[config.mk]
export PLATFORM = sky130hd
export DESIGN_NAME = acb_aux_bank
export DESIGN_NICKNAME = d
export VERILOG_FILES = /design/src/acb_aux_bank.v /design/src/acb_edge_div.v
export VERILOG_INCLUDE_DIRS = /design/src /design/src/inc
export SDC_FILE = /design/constraint.sdc
export NUM_CORES = 1
export LEC_CHECK = 0
export BUFFER_PORTS_ARGS = -buffer_cell sky130_fd_sc_hd__buf_2
export CAP_MARGIN = 20
export CORE_ASPECT_RATIO = 0.9
export CORE_MARGIN = 5
export CORE_UTILIZATION = 42
export CTS_CLUSTER_DIAMETER = 30
export CTS_CLUSTER_SIZE = 12
export DETAILED_ROUTE_END_ITERATION = 10
export HOLD_SLACK_MARGIN = 0.15
export MAX_ROUTING_LAYER = met4
export PLACE_DENSITY = 0.67
export SYNTH_ARGS = -nofsm -noshare
export SYNTH_HDL_FRONTEND = slang
export SYNTH_SLANG_ARGS = --single-unit
[constraint.sdc]
create_clock -name i_mclk -period 3 [get_ports i_mclk]
set_input_delay 0.3 -clock i_mclk [delete_from_list [all_inputs] [get_ports i_mclk]]
set_output_delay 0.3 -clock i_mclk [all_outputs]
set_load 0.05 [all_outputs]
[src/inc/acb_regs.vh]
// Register map, field positions and constants of the auxiliary control bank
`ifndef ACB_REGS_VH
`define ACB_REGS_VH

`define ACB_ADDR_CLKOUT_IRQ   8'ha1
`define ACB_ADDR_DPTR_CRC     8'ha2
`define ACB_ADDR_TIMER_SNOOP  8'ha3
`define ACB_ADDR_PIN_ROUTE    8'ha4

`define ACB_PAGE_ROUTE0       4'h0
`define ACB_PAGE_ROUTE1       4'h1
`define ACB_PAGE_ROUTE2       4'h2

`define ACB_RESET_VALUE       8'h00

// Implemented bits per register, the rest read as zero
`define ACB_MASK_CLKOUT_IRQ   8'hf3
`define ACB_MASK_DPTR_CRC     8'h31
`define ACB_MASK_TIMER_SNOOP  8'hcf
`define ACB_MASK_ROUTE0       8'hff
`define ACB_MASK_ROUTE1       8'hf0
`define ACB_MASK_ROUTE2       8'hf7

// Clock-out / interrupt polarity register
`define ACB_PCO_HI            7
`define ACB_PCO_LO            6
`define ACB_FAST_DRIVE_BIT    5
`define ACB_BREAK_BIT         4
`define ACB_IRQ1_POL_BIT      1
`define ACB_IRQ0_POL_BIT      0

// Data pointer / CRC register
`define ACB_CRC_HI            5
`define ACB_CRC_LO            4
`define ACB_DPS_BIT           0

// Timer clock / snoop flag register
`define ACB_START_BIT         7
`define ACB_STOP_BIT          6
`define ACB_T1_FAST_BIT       3
`define ACB_T0_FAST_BIT       2
`define ACB_T1_CKOE_BIT       1
`define ACB_T0_CKOE_BIT       0

// Page 0 routing register
`define ACB_TIMER0_PIN_SELECT_HI           7
`define ACB_TIMER0_PIN_SELECT_LO           6
`define ACB_BEEP_HI           5
`define ACB_BEEP_LO           4
`define ACB_UART_LOW_BIT      3
`define ACB_TWI_HI            2
`define ACB_TWI_LO            1

// Page 1 routing register
`define ACB_TIMER2_PIN_SELECT_HI           7
`define ACB_TIMER2_PIN_SELECT_LO           6
`define ACB_TIMER1_PIN_SELECT_HI           5
`define ACB_TIMER1_PIN_SELECT_LO           4

// Page 2 routing register
`define ACB_CAP4_SEL_BIT      7
`define ACB_CAP2_SEL_BIT      6
`define ACB_CAP_PIN_BIT       2

// Two-bit select codes
`define ACB_SEL_OFF           2'h0
`define ACB_SEL_DIV1          2'h1
`define ACB_SEL_DIV2          2'h2
`define ACB_SEL_DIV4          2'h3

// System clock divided by twelve: terminal count of the prescaler
`define ACB_PRESCALE_LAST     4'hb
`define ACB_PRESCALE_ZERO     4'h0
`define ACB_PRESCALE_ONE      4'h1

// Divider stage taps (bit index of the edge counter)
`define ACB_TAP_DIV2          0
`define ACB_TAP_DIV4          1
`define ACB_TAP_DIV8          2
`define ACB_TAP_DIV16         3
`define ACB_TAP_DIV32         4

`endif

[src/acb_aux_bank.v]
// Auxiliary control and pin-select register bank on the special-function bus
module acb_aux_bank #(
    parameter PWM_CHANNELS = 6,
    parameter PRE_WIDTH = 4
) (
    input wire i_mclk,
    input wire i_rst,
    // Special-function register port
    input wire [7:0] i_sfr_addr,
    input wire [3:0] i_page_index,
    input wire i_sfr_wr,
    input wire [7:0] i_sfr_wdata,
    input wire i_sfr_rd,
    output reg [7:0] o_sfr_rdata,
    // Clock sources
    input wire i_ext_clock_mode,
    input wire i_master_clock,
    input wire i_low_speed_rc_osc,
    output reg o_pin_clock_out,
    output reg o_pin_clock_out_en,
    output reg o_pin_clock_fast_drive,
    output reg o_beeper_out,
    output reg o_beeper_out_en,
    // PWM break
    input wire i_pwm_break_event,
    input wire [PWM_CHANNELS-1:0] i_pwm_enable,
    input wire [PWM_CHANNELS-1:0] i_pwm_out,
    input wire [PWM_CHANNELS-1:0] i_pwm_gpio_state,
    output reg [PWM_CHANNELS-1:0] o_pwm_pin,
    output reg o_pwm_break_flag,
    // External interrupts, normalised to active low
    input wire i_ext_irq0_pin,
    input wire i_ext_irq1_pin,
    output reg o_ext_irq0_n,
    output reg o_ext_irq1_n,
    // Data pointer and CRC
    output reg o_data_pointer_select,
    output reg [1:0] o_crc_port_select,
    // Two-wire snoop events
    input wire i_snoop_start,
    input wire i_snoop_stop,
    // Timers
    output reg o_timer0_tick,
    output reg o_timer1_tick,
    output reg o_timer0_low_clock_sel,
    input wire i_timer0_clkout,
    input wire i_timer1_clkout,
    output reg o_timer0_clkout_pin,
    output reg o_timer0_clkout_pin_en,
    output reg o_timer1_clkout_pin,
    output reg o_timer1_clkout_pin_en,
    // Pin routes, one-hot over four candidate pin sets
    input wire i_uart0_pin_select_high,
    output reg [3:0] o_timer0_route,
    output reg [3:0] o_timer1_route,
    output reg [3:0] o_timer2_route,
    output reg [3:0] o_uart0_route,
    output reg [3:0] o_two_wire_route,
    // Capture unit inputs
    input wire i_capture0_pin,
    input wire i_capture0_alt_pin,
    input wire i_capture2_pin,
    input wire i_capture4_pin,
    input wire i_capture4_alt_pin,
    input wire i_timer2_ext_input,
    input wire i_timer3_ext_input,
    output reg o_capture0_in,
    output reg o_capture2_in,
    output reg o_capture4_in,
    output reg [2:0] o_capture_misc_route
);

`include "acb_regs.vh"

    reg [7:0] reg_clkout_irq;
    reg [7:0] reg_dptr_crc;
    reg [7:0] reg_timer_snoop;
    reg [7:0] reg_route0;
    reg [7:0] reg_route1;
    reg [7:0] reg_route2;
    reg [PRE_WIDTH-1:0] prescale;
    reg prescale_tick;
    reg [7:0] next_rdata;

    wire [4:0] mck_count;
    wire [4:0] lrc_count;
    wire wr_clkout = i_sfr_wr && (i_sfr_addr == `ACB_ADDR_CLKOUT_IRQ);
    wire wr_dptr = i_sfr_wr && (i_sfr_addr == `ACB_ADDR_DPTR_CRC);
    wire wr_timer = i_sfr_wr && (i_sfr_addr == `ACB_ADDR_TIMER_SNOOP);
    wire route_hit = (i_sfr_addr == `ACB_ADDR_PIN_ROUTE);
    wire sel_page0 = route_hit && (i_page_index == `ACB_PAGE_ROUTE0);
    wire sel_page1 = route_hit && (i_page_index == `ACB_PAGE_ROUTE1);
    wire sel_page2 = route_hit && (i_page_index == `ACB_PAGE_ROUTE2);
    wire [1:0] pco_sel = reg_clkout_irq[`ACB_PCO_HI:`ACB_PCO_LO];
    wire [1:0] beep_sel = reg_route0[`ACB_BEEP_HI:`ACB_BEEP_LO];
    wire break_flag = reg_clkout_irq[`ACB_BREAK_BIT];
    wire [1:0] uart_sel = {i_uart0_pin_select_high, reg_route0[`ACB_UART_LOW_BIT]};
    wire cap_alt = reg_route2[`ACB_CAP_PIN_BIT];

    acb_edge_div #(
        .WIDTH(5)
    ) u_mck_div (
        .i_mclk(i_mclk),
        .i_rst(i_rst),
        .i_level(i_master_clock),
        .o_count(mck_count)
    );

    acb_edge_div #(
        .WIDTH(5)
    ) u_lrc_div (
        .i_mclk(i_mclk),
        .i_rst(i_rst),
        .i_level(i_low_speed_rc_osc),
        .o_count(lrc_count)
    );

    // Register writes; hardware-set flags win over a clearing write
    always @(posedge i_mclk) begin
        if (i_rst) begin
            reg_clkout_irq <= `ACB_RESET_VALUE;
            reg_dptr_crc <= `ACB_RESET_VALUE;
            reg_timer_snoop <= `ACB_RESET_VALUE;
            reg_route0 <= `ACB_RESET_VALUE;
            reg_route1 <= `ACB_RESET_VALUE;
            reg_route2 <= `ACB_RESET_VALUE;
        end else begin
            if (wr_clkout) begin
                reg_clkout_irq <= i_sfr_wdata & `ACB_MASK_CLKOUT_IRQ;
            end
            if (i_pwm_break_event) begin
                reg_clkout_irq[`ACB_BREAK_BIT] <= 1'b1;
            end
            if (wr_dptr) begin
                // Reserved positions stored as zero whatever is written
                reg_dptr_crc <= i_sfr_wdata & `ACB_MASK_DPTR_CRC;
            end
            if (wr_timer) begin
                reg_timer_snoop[`ACB_T1_FAST_BIT:`ACB_T0_CKOE_BIT] <=
                    i_sfr_wdata[`ACB_T1_FAST_BIT:`ACB_T0_CKOE_BIT];
                if (!i_sfr_wdata[`ACB_START_BIT]) begin
                    reg_timer_snoop[`ACB_START_BIT] <= 1'b0;
                end
                if (!i_sfr_wdata[`ACB_STOP_BIT]) begin
                    reg_timer_snoop[`ACB_STOP_BIT] <= 1'b0;
                end
            end
            if (i_snoop_start) begin
                reg_timer_snoop[`ACB_START_BIT] <= 1'b1;
            end
            if (i_snoop_stop) begin
                reg_timer_snoop[`ACB_STOP_BIT] <= 1'b1;
            end
            if (i_sfr_wr && sel_page0) begin
                reg_route0 <= i_sfr_wdata & `ACB_MASK_ROUTE0;
            end
            if (i_sfr_wr && sel_page1) begin
                reg_route1 <= i_sfr_wdata & `ACB_MASK_ROUTE1;
            end
            if (i_sfr_wr && sel_page2) begin
                reg_route2 <= i_sfr_wdata & `ACB_MASK_ROUTE2;
            end
        end
    end

    // Read mux; other pages at the shared address belong to other banks
    always @* begin
        next_rdata = `ACB_RESET_VALUE;
        case (i_sfr_addr)
            `ACB_ADDR_CLKOUT_IRQ: next_rdata = reg_clkout_irq;
            `ACB_ADDR_DPTR_CRC: next_rdata = reg_dptr_crc;
            `ACB_ADDR_TIMER_SNOOP: next_rdata = reg_timer_snoop;
            `ACB_ADDR_PIN_ROUTE: begin
                if (sel_page0) begin
                    next_rdata = reg_route0;
                end else if (sel_page1) begin
                    next_rdata = reg_route1;
                end else if (sel_page2) begin
                    next_rdata = reg_route2;
                end
            end
            default: next_rdata = `ACB_RESET_VALUE;
        endcase
    end

    always @(posedge i_mclk) begin
        if (i_rst) begin
            o_sfr_rdata <= `ACB_RESET_VALUE;
        end else if (i_sfr_rd) begin
            o_sfr_rdata <= next_rdata;
        end
    end

    // System clock divided by twelve for timers in slow mode
    always @(posedge i_mclk) begin
        if (i_rst) begin
            prescale <= `ACB_PRESCALE_ZERO;
            prescale_tick <= 1'b0;
        end else begin
            prescale_tick <= (prescale == `ACB_PRESCALE_LAST);
            if (prescale == `ACB_PRESCALE_LAST) begin
                prescale <= `ACB_PRESCALE_ZERO;
            end else begin
                prescale <= prescale + `ACB_PRESCALE_ONE;
            end
        end
    end

    // Registered outputs
    always @(posedge i_mclk) begin
        if (i_rst) begin
            o_pin_clock_out <= 1'b0;
            o_pin_clock_out_en <= 1'b0;
            o_pin_clock_fast_drive <= 1'b0;
            o_beeper_out <= 1'b0;
            o_beeper_out_en <= 1'b0;
            o_pwm_break_flag <= 1'b0;
            o_ext_irq0_n <= 1'b1;
            o_ext_irq1_n <= 1'b1;
            o_data_pointer_select <= 1'b0;
            o_crc_port_select <= `ACB_SEL_OFF;
            o_timer0_tick <= 1'b0;
            o_timer1_tick <= 1'b0;
            o_timer0_low_clock_sel <= 1'b0;
            o_timer0_clkout_pin <= 1'b0;
            o_timer0_clkout_pin_en <= 1'b0;
            o_timer1_clkout_pin <= 1'b0;
            o_timer1_clkout_pin_en <= 1'b0;
            o_timer0_route <= 4'h1;
            o_timer1_route <= 4'h1;
            o_timer2_route <= 4'h1;
            o_uart0_route <= 4'h1;
            o_two_wire_route <= 4'h1;
            o_capture0_in <= 1'b0;
            o_capture2_in <= 1'b0;
            o_capture4_in <= 1'b0;
            o_capture_misc_route <= 3'h0;
        end else begin
            // External clock mode keeps the pin as clock input only
            o_pin_clock_out_en <= !i_ext_clock_mode && (pco_sel != `ACB_SEL_OFF);
            case (pco_sel)
                `ACB_SEL_DIV1: o_pin_clock_out <= i_master_clock;
                `ACB_SEL_DIV2: o_pin_clock_out <= mck_count[`ACB_TAP_DIV2];
                `ACB_SEL_DIV4: o_pin_clock_out <= mck_count[`ACB_TAP_DIV4];
                default: o_pin_clock_out <= 1'b0;
            endcase
            o_pin_clock_fast_drive <= reg_clkout_irq[`ACB_FAST_DRIVE_BIT];
            o_beeper_out_en <= (beep_sel != `ACB_SEL_OFF);
            case (beep_sel)
                `ACB_SEL_DIV1: o_beeper_out <= lrc_count[`ACB_TAP_DIV32];
                `ACB_SEL_DIV2: o_beeper_out <= lrc_count[`ACB_TAP_DIV16];
                `ACB_SEL_DIV4: o_beeper_out <= lrc_count[`ACB_TAP_DIV8];
                default: o_beeper_out <= 1'b0;
            endcase
            o_pwm_break_flag <= break_flag;
            // Pin is one of active low when polarity is 0, so xor normalises
            o_ext_irq0_n <= i_ext_irq0_pin ^ reg_clkout_irq[`ACB_IRQ0_POL_BIT];
            o_ext_irq1_n <= i_ext_irq1_pin ^ reg_clkout_irq[`ACB_IRQ1_POL_BIT];
            o_data_pointer_select <= reg_dptr_crc[`ACB_DPS_BIT];
            o_crc_port_select <= reg_dptr_crc[`ACB_CRC_HI:`ACB_CRC_LO];
            o_timer0_tick <= reg_timer_snoop[`ACB_T0_FAST_BIT] | prescale_tick;
            o_timer1_tick <= reg_timer_snoop[`ACB_T1_FAST_BIT] | prescale_tick;
            o_timer0_low_clock_sel <= reg_route0[0];
            o_timer0_clkout_pin_en <= reg_timer_snoop[`ACB_T0_CKOE_BIT];
            o_timer1_clkout_pin_en <= reg_timer_snoop[`ACB_T1_CKOE_BIT];
            o_timer0_clkout_pin <= reg_timer_snoop[`ACB_T0_CKOE_BIT] & i_timer0_clkout;
            o_timer1_clkout_pin <= reg_timer_snoop[`ACB_T1_CKOE_BIT] & i_timer1_clkout;
            o_timer0_route <= 4'h1 << reg_route0[`ACB_TIMER0_PIN_SELECT_HI:`ACB_TIMER0_PIN_SELECT_LO];
            o_timer1_route <= 4'h1 << reg_route1[`ACB_TIMER1_PIN_SELECT_HI:`ACB_TIMER1_PIN_SELECT_LO];
            o_timer2_route <= 4'h1 << reg_route1[`ACB_TIMER2_PIN_SELECT_HI:`ACB_TIMER2_PIN_SELECT_LO];
            o_uart0_route <= 4'h1 << uart_sel;
            o_two_wire_route <= 4'h1 << reg_route0[`ACB_TWI_HI:`ACB_TWI_LO];
            o_capture0_in <= cap_alt ? i_capture0_alt_pin : i_capture0_pin;
            o_capture2_in <= reg_route2[`ACB_CAP2_SEL_BIT] ? i_timer3_ext_input :
                i_capture2_pin;
            if (reg_route2[`ACB_CAP4_SEL_BIT]) begin
                o_capture4_in <= i_timer2_ext_input;
            end else begin
                o_capture4_in <= cap_alt ? i_capture4_alt_pin : i_capture4_pin;
            end
            o_capture_misc_route <= {reg_route2[5], reg_route2[4], reg_route2[1]};
        end
    end

    // Break holds each enabled channel at its port state
    genvar ch;
    generate
        for (ch = 0; ch < PWM_CHANNELS; ch = ch + 1) begin : g_break
            always @(posedge i_mclk) begin
                if (i_rst) begin
                    o_pwm_pin[ch] <= 1'b0;
                end else if (break_flag && i_pwm_enable[ch]) begin
                    o_pwm_pin[ch] <= i_pwm_gpio_state[ch];
                end else begin
                    o_pwm_pin[ch] <= i_pwm_out[ch];
                end
            end
        end
    endgenerate

endmodule // acb_aux_bank

[src/acb_edge_div.v]
// Rising-edge counter whose bits give a clock level divided by powers of two
module acb_edge_div #(
    parameter WIDTH = 5
) (
    input wire i_mclk,
    input wire i_rst,
    input wire i_level,
    output reg [WIDTH-1:0] o_count
);

    reg level_q;

    always @(posedge i_mclk) begin
        if (i_rst) begin
            level_q <= 1'b0;
            o_count <= {WIDTH{1'b0}};
        end else begin
            level_q <= i_level;
            // Bit k toggles every 2^k rising edges, giving a divide by 2^(k+1)
            if (i_level && !level_q) begin
                o_count <= o_count + {{(WIDTH-1){1'b0}}, 1'b1};
            end
        end
    end

endmodule // acb_edge_div

==> results.md <==
* Endpoint class of the critical path: flop
* Maximum number of pins on one net before global-route repair at 49
* Count of clock tree sinks at 106
* Number of pins exceeding their max-slew limit in the final report at 0
* Total die area at 11500 um^2
* Relative contribution of the clock network to total power at 33.2%
* Worst endpoint data arrival time at 1880 ps
* First-pass GRT wire length at 15400 um
* Fmax at 0.604 GHz
* Data required time of the critical path at 3220 ps
* Sequential Power Share at 58.3%
* Static Leakage at 2.22 nW
* Number of nets with antenna violations after detailed routing at 0
* Number of distinct standard cells referenced by the synthesized netlist at 42
* Post-Synthesis Cell Area at 3990 um^2
* Fill count at 845
* Most frequent cell after synthesis: sky130_fd_sc_hd__dfxtp_1
* Power share of the combinational group at 8.5%
* Overflow after GRT at 0
* GRT Resource Usage Total at 17.3%
* Type of the worst setup path: primary input to flop
* Cell count after synthesis at 404
* Largest voltage drop on the vdd net at 0.000282 V
* Switching portion of total power at 24.7%
* Critical Path Fanout Max at 7
* TritonCTS clock tree: yes
* Post-route fraction of the period consumed by the critical path at 55.2%
* Number of synthesis warnings at 0
* CTS buffer count at 9
* Clock transition time at the flip-flop clock pins of the worst setup and hold paths at 100 ps
* Die boundary width at 113 um
* Ratio of routed vias to standard cells at 4.88
* Detailed-route DRC error count at 0
* Vias after detailed routing at 3175
* Longest Clk Path Bufs at 2
* Post-route clock skew at 8.18 ps
* Number of violations of the max-capacitance limit at 0
* Initial Util at 43.3%
* Vertical die dimension at 102 um
* Synthesized flop and latch total at 106
* Largest cells by area after synthesis: sky130_fd_sc_hd__dfxtp_1, sky130_fd_sc_hd__mux2i_1, sky130_fd_sc_hd__nor2_1
* Post-synth net total at 466
* WL final at 9480 um
* Clock latency on the worst-skew pair at 360 ps
* Commonest register cell after synthesis: sky130_fd_sc_hd__dfxtp_1
* Wire length per cell after detailed routing at 14.6 um
* Cell at the root of the clock tree: sky130_fd_sc_hd__clkbuf_8
* Category of the worst setup path launch point: primary input
* Depth of the CTS H-tree at 3
* Number of antenna violations at the first check in global routing at 1
* Net switching power figure at 0.000613 W
* Cell types with the highest counts after synthesis: sky130_fd_sc_hd__dfxtp_1, sky130_fd_sc_hd__nor2_1, sky130_fd_sc_hd__mux2i_1, sky130_fd_sc_hd__nand2b_1, sky130_fd_sc_hd__nand2_1
* Number of optimization iterations in the first detailed-route pass at 4
* Proportion of layout cells with a drive suffix above 1 at 28.2%
* Worst rel slew slack at 46.5%
* Post-detail-place hpwl at 7270 um
* Measured slew at the worst slew-check pin at 802 ps
* Sum of negative setup slack at 0 ps
* Number of buffer cells added on primary ports at 117
* Internal Pwr Total at 0.00186 W
* Count of routing violations after the opening detailed-route iteration at 112
* Fraction of synthesized cell area taken by the top area cell type at 53.2%
* RSZ-0062 raised after global routing: no
* Post-synthesis average cell area at 9.87 um^2
* Vias in the first global route at 3134
* Worst Hold Margin at 161 ps
* Weighted congestion reported at the end of routability-driven placement at 0.883
* Ports at 118
* Core Rows at 33
* Power per cell area at 504 nW/um^2
* Post-synthesis to final-layout area growth at 23.3%
* Path type of the worst min-delay path: primary input to flop
* Area of the core at 9210 um^2
* Fraction of registers with async set/reset at 0%
* Leading area contributor after synthesis: sky130_fd_sc_hd__dfxtp_1
* Register area share after synthesis at 53.2%
* Nets at 585
* Final Critical Period at 1660 ps
* Number of buffers added for setup after CTS at 0
* Number of hold violations in the final report at 0
* R2r setup slk at 1760 ps
* Status: completed
* Setup violators final at 0
* EDFF count, synth at 0
-- through the flow --
stage / cell area [um^2] / std cells / utilization (%) / power [W] / setup WS [ps]
5_1_grt: 4920 / 651 / 53.4 / 0.00259 / 1300
3_3_place_gp: 4670 / 628 / 50.7 / 0.00168 / 1040
6_report: 4920 / 651 / 53.4 / 0.00248 / 1340
3_5_place_dp: 4670 / 628 / 50.7 / 0.00168 / 971
4_1_cts: 4920 / 650 / 53.4 / 0.00251 / 1360
2_1_floorplan: 3990 / 404 / - / 0.00161 / 1290
-- worst max-delay path: stages --
cell                      delay [ps]
sky130_fd_sc_hd__buf_2           100
sky130_fd_sc_hd__or3b_1          540
sky130_fd_sc_hd__nor4b_4         610
sky130_fd_sc_hd__mux2i_1         240
sky130_fd_sc_hd__a21oi_1          90
-- layout by cell type, fill, tap and decap left out, types with 2 or more instances in the layout --
cell type                       netlist  routed
sky130_fd_sc_hd__o22ai_1              3       3
sky130_fd_sc_hd__a32oi_1              3       3
sky130_fd_sc_hd__nor3b_1              2       2
sky130_fd_sc_hd__buf_2                1     117
sky130_fd_sc_hd__nand2_1             23      23
sky130_fd_sc_hd__and3b_1              2       2
sky130_fd_sc_hd__nand3_1              6       6
sky130_fd_sc_hd__o21ai_0              5       5
sky130_fd_sc_hd__nand2b_1            31      31
sky130_fd_sc_hd__inv_1               11      11
sky130_fd_sc_hd__a22o_1               3       3
sky130_fd_sc_hd__clkbuf_8             0      11
sky130_fd_sc_hd__a21oi_1             16      16
sky130_fd_sc_hd__xnor2_1              6       6
sky130_fd_sc_hd__a22oi_1              2       2
sky130_fd_sc_hd__nor2b_1             16      16
sky130_fd_sc_hd__dlygate4sd3_1        0       6
sky130_fd_sc_hd__nor3_1               5       5
sky130_fd_sc_hd__a31oi_1              2       2
sky130_fd_sc_hd__buf_4                1       2
sky130_fd_sc_hd__nand4_1              3       3
sky130_fd_sc_hd__ha_1                 2       2
sky130_fd_sc_hd__mux2_2               6       6
sky130_fd_sc_hd__clkinv_4             0       3
sky130_fd_sc_hd__nor2_1              65      65
sky130_fd_sc_hd__and2_1               2       2
sky130_fd_sc_hd__mux2i_1             43      43
sky130_fd_sc_hd__a211oi_1             2       2
sky130_fd_sc_hd__nor4b_2              2       2
sky130_fd_sc_hd__xor2_1               4       4
sky130_fd_sc_hd__o21bai_1             5       5
sky130_fd_sc_hd__dfxtp_1            106     106
-- sequential cells by signal, summed over array words and instances, names as in the netlist, 2 cells and up --
| signal | flops |
|---|---|
| o_sfr_rdata | 8 |
| reg_route0 | 8 |
| reg_route2 | 7 |
| o_pwm_pin | 6 |
| reg_clkout_irq | 6 |
| reg_timer_snoop | 6 |
| u_lrc_div.o_count | 5 |
| o_timer0_route | 4 |
| o_timer1_route | 4 |
| o_timer2_route | 4 |
| o_two_wire_route | 4 |
| o_uart0_route | 4 |
| prescale | 4 |
| reg_route1 | 4 |
| o_capture_misc_route | 3 |
| reg_dptr_crc | 3 |
| o_crc_port_select | 2 |
| u_mck_div.o_count | 2 |
-- layout make-up --
class                      instances  area [um^2]  area share (%)
timing repair buffer             125          661            13.4
antenna                            1         2.50          0.0509
sequential                       106         2120            43.1
inverter                          11         41.3           0.839
tap                              122          153            3.10
clock buffer                      11          151            3.08
clock inverter                     5         38.8           0.789
multi-input combinational        270         1750            35.6
-- metal layers --
metal	global-route usage [%]	share of wire (%)
met5	-	0
met4	4.44	1.5
met3	5.62	8.0
met2	28.0	47
met1	21.1	43
-- power by group through the flow --
stage,combinational [W],sequential (W),clock [W]
2_1_floorplan,0.0000927,0.00151,0
3_3_place_gp,0.000200,0.00148,0
3_5_place_dp,0.000205,0.00148,0
4_1_cts,0.000212,0.00145,0.000850
5_1_grt,0.000229,0.00145,0.000910
6_report,0.000210,0.00145,0.000822
-- kinds of logic (layout without fill, tap and decap cells) --
family / Yosys count / in the layout / synth area share (%)
buf+inv: 28 / 152 / 2.95
mux: 49 / 49 / 12.5
compound gates: 42 / 42 / 6.65
fa+ha+maj: 2 / 2 / 0.627
simple gates: 167 / 167 / 21.9
xor+xnor: 10 / 10 / 2.20
flops: 106 / 106 / 53.2
other cells: 0 / 1 / 0
-- path summary, 6_finish.rpt --
kind	startpoint	depth (start not counted)	to
min	i_low_speed_rc_osc	2	u_lrc_div.level_q
min reg2reg	prescale[0]	1	prescale[0]
max	i_sfr_addr[4]	5	reg_clkout_irq[4]
max reg2reg	reg_clkout_irq[0]	4	o_sfr_rdata[0]
-- timing repair --
| item | in CTS | in global routing |
|---|---|---|
| gates resized for setup | 0 | 0 |
| hold endpoints to repair | 7 | 0 |
| hold buffers | 6 | 0 |
(Power assumes the default switching activity.)
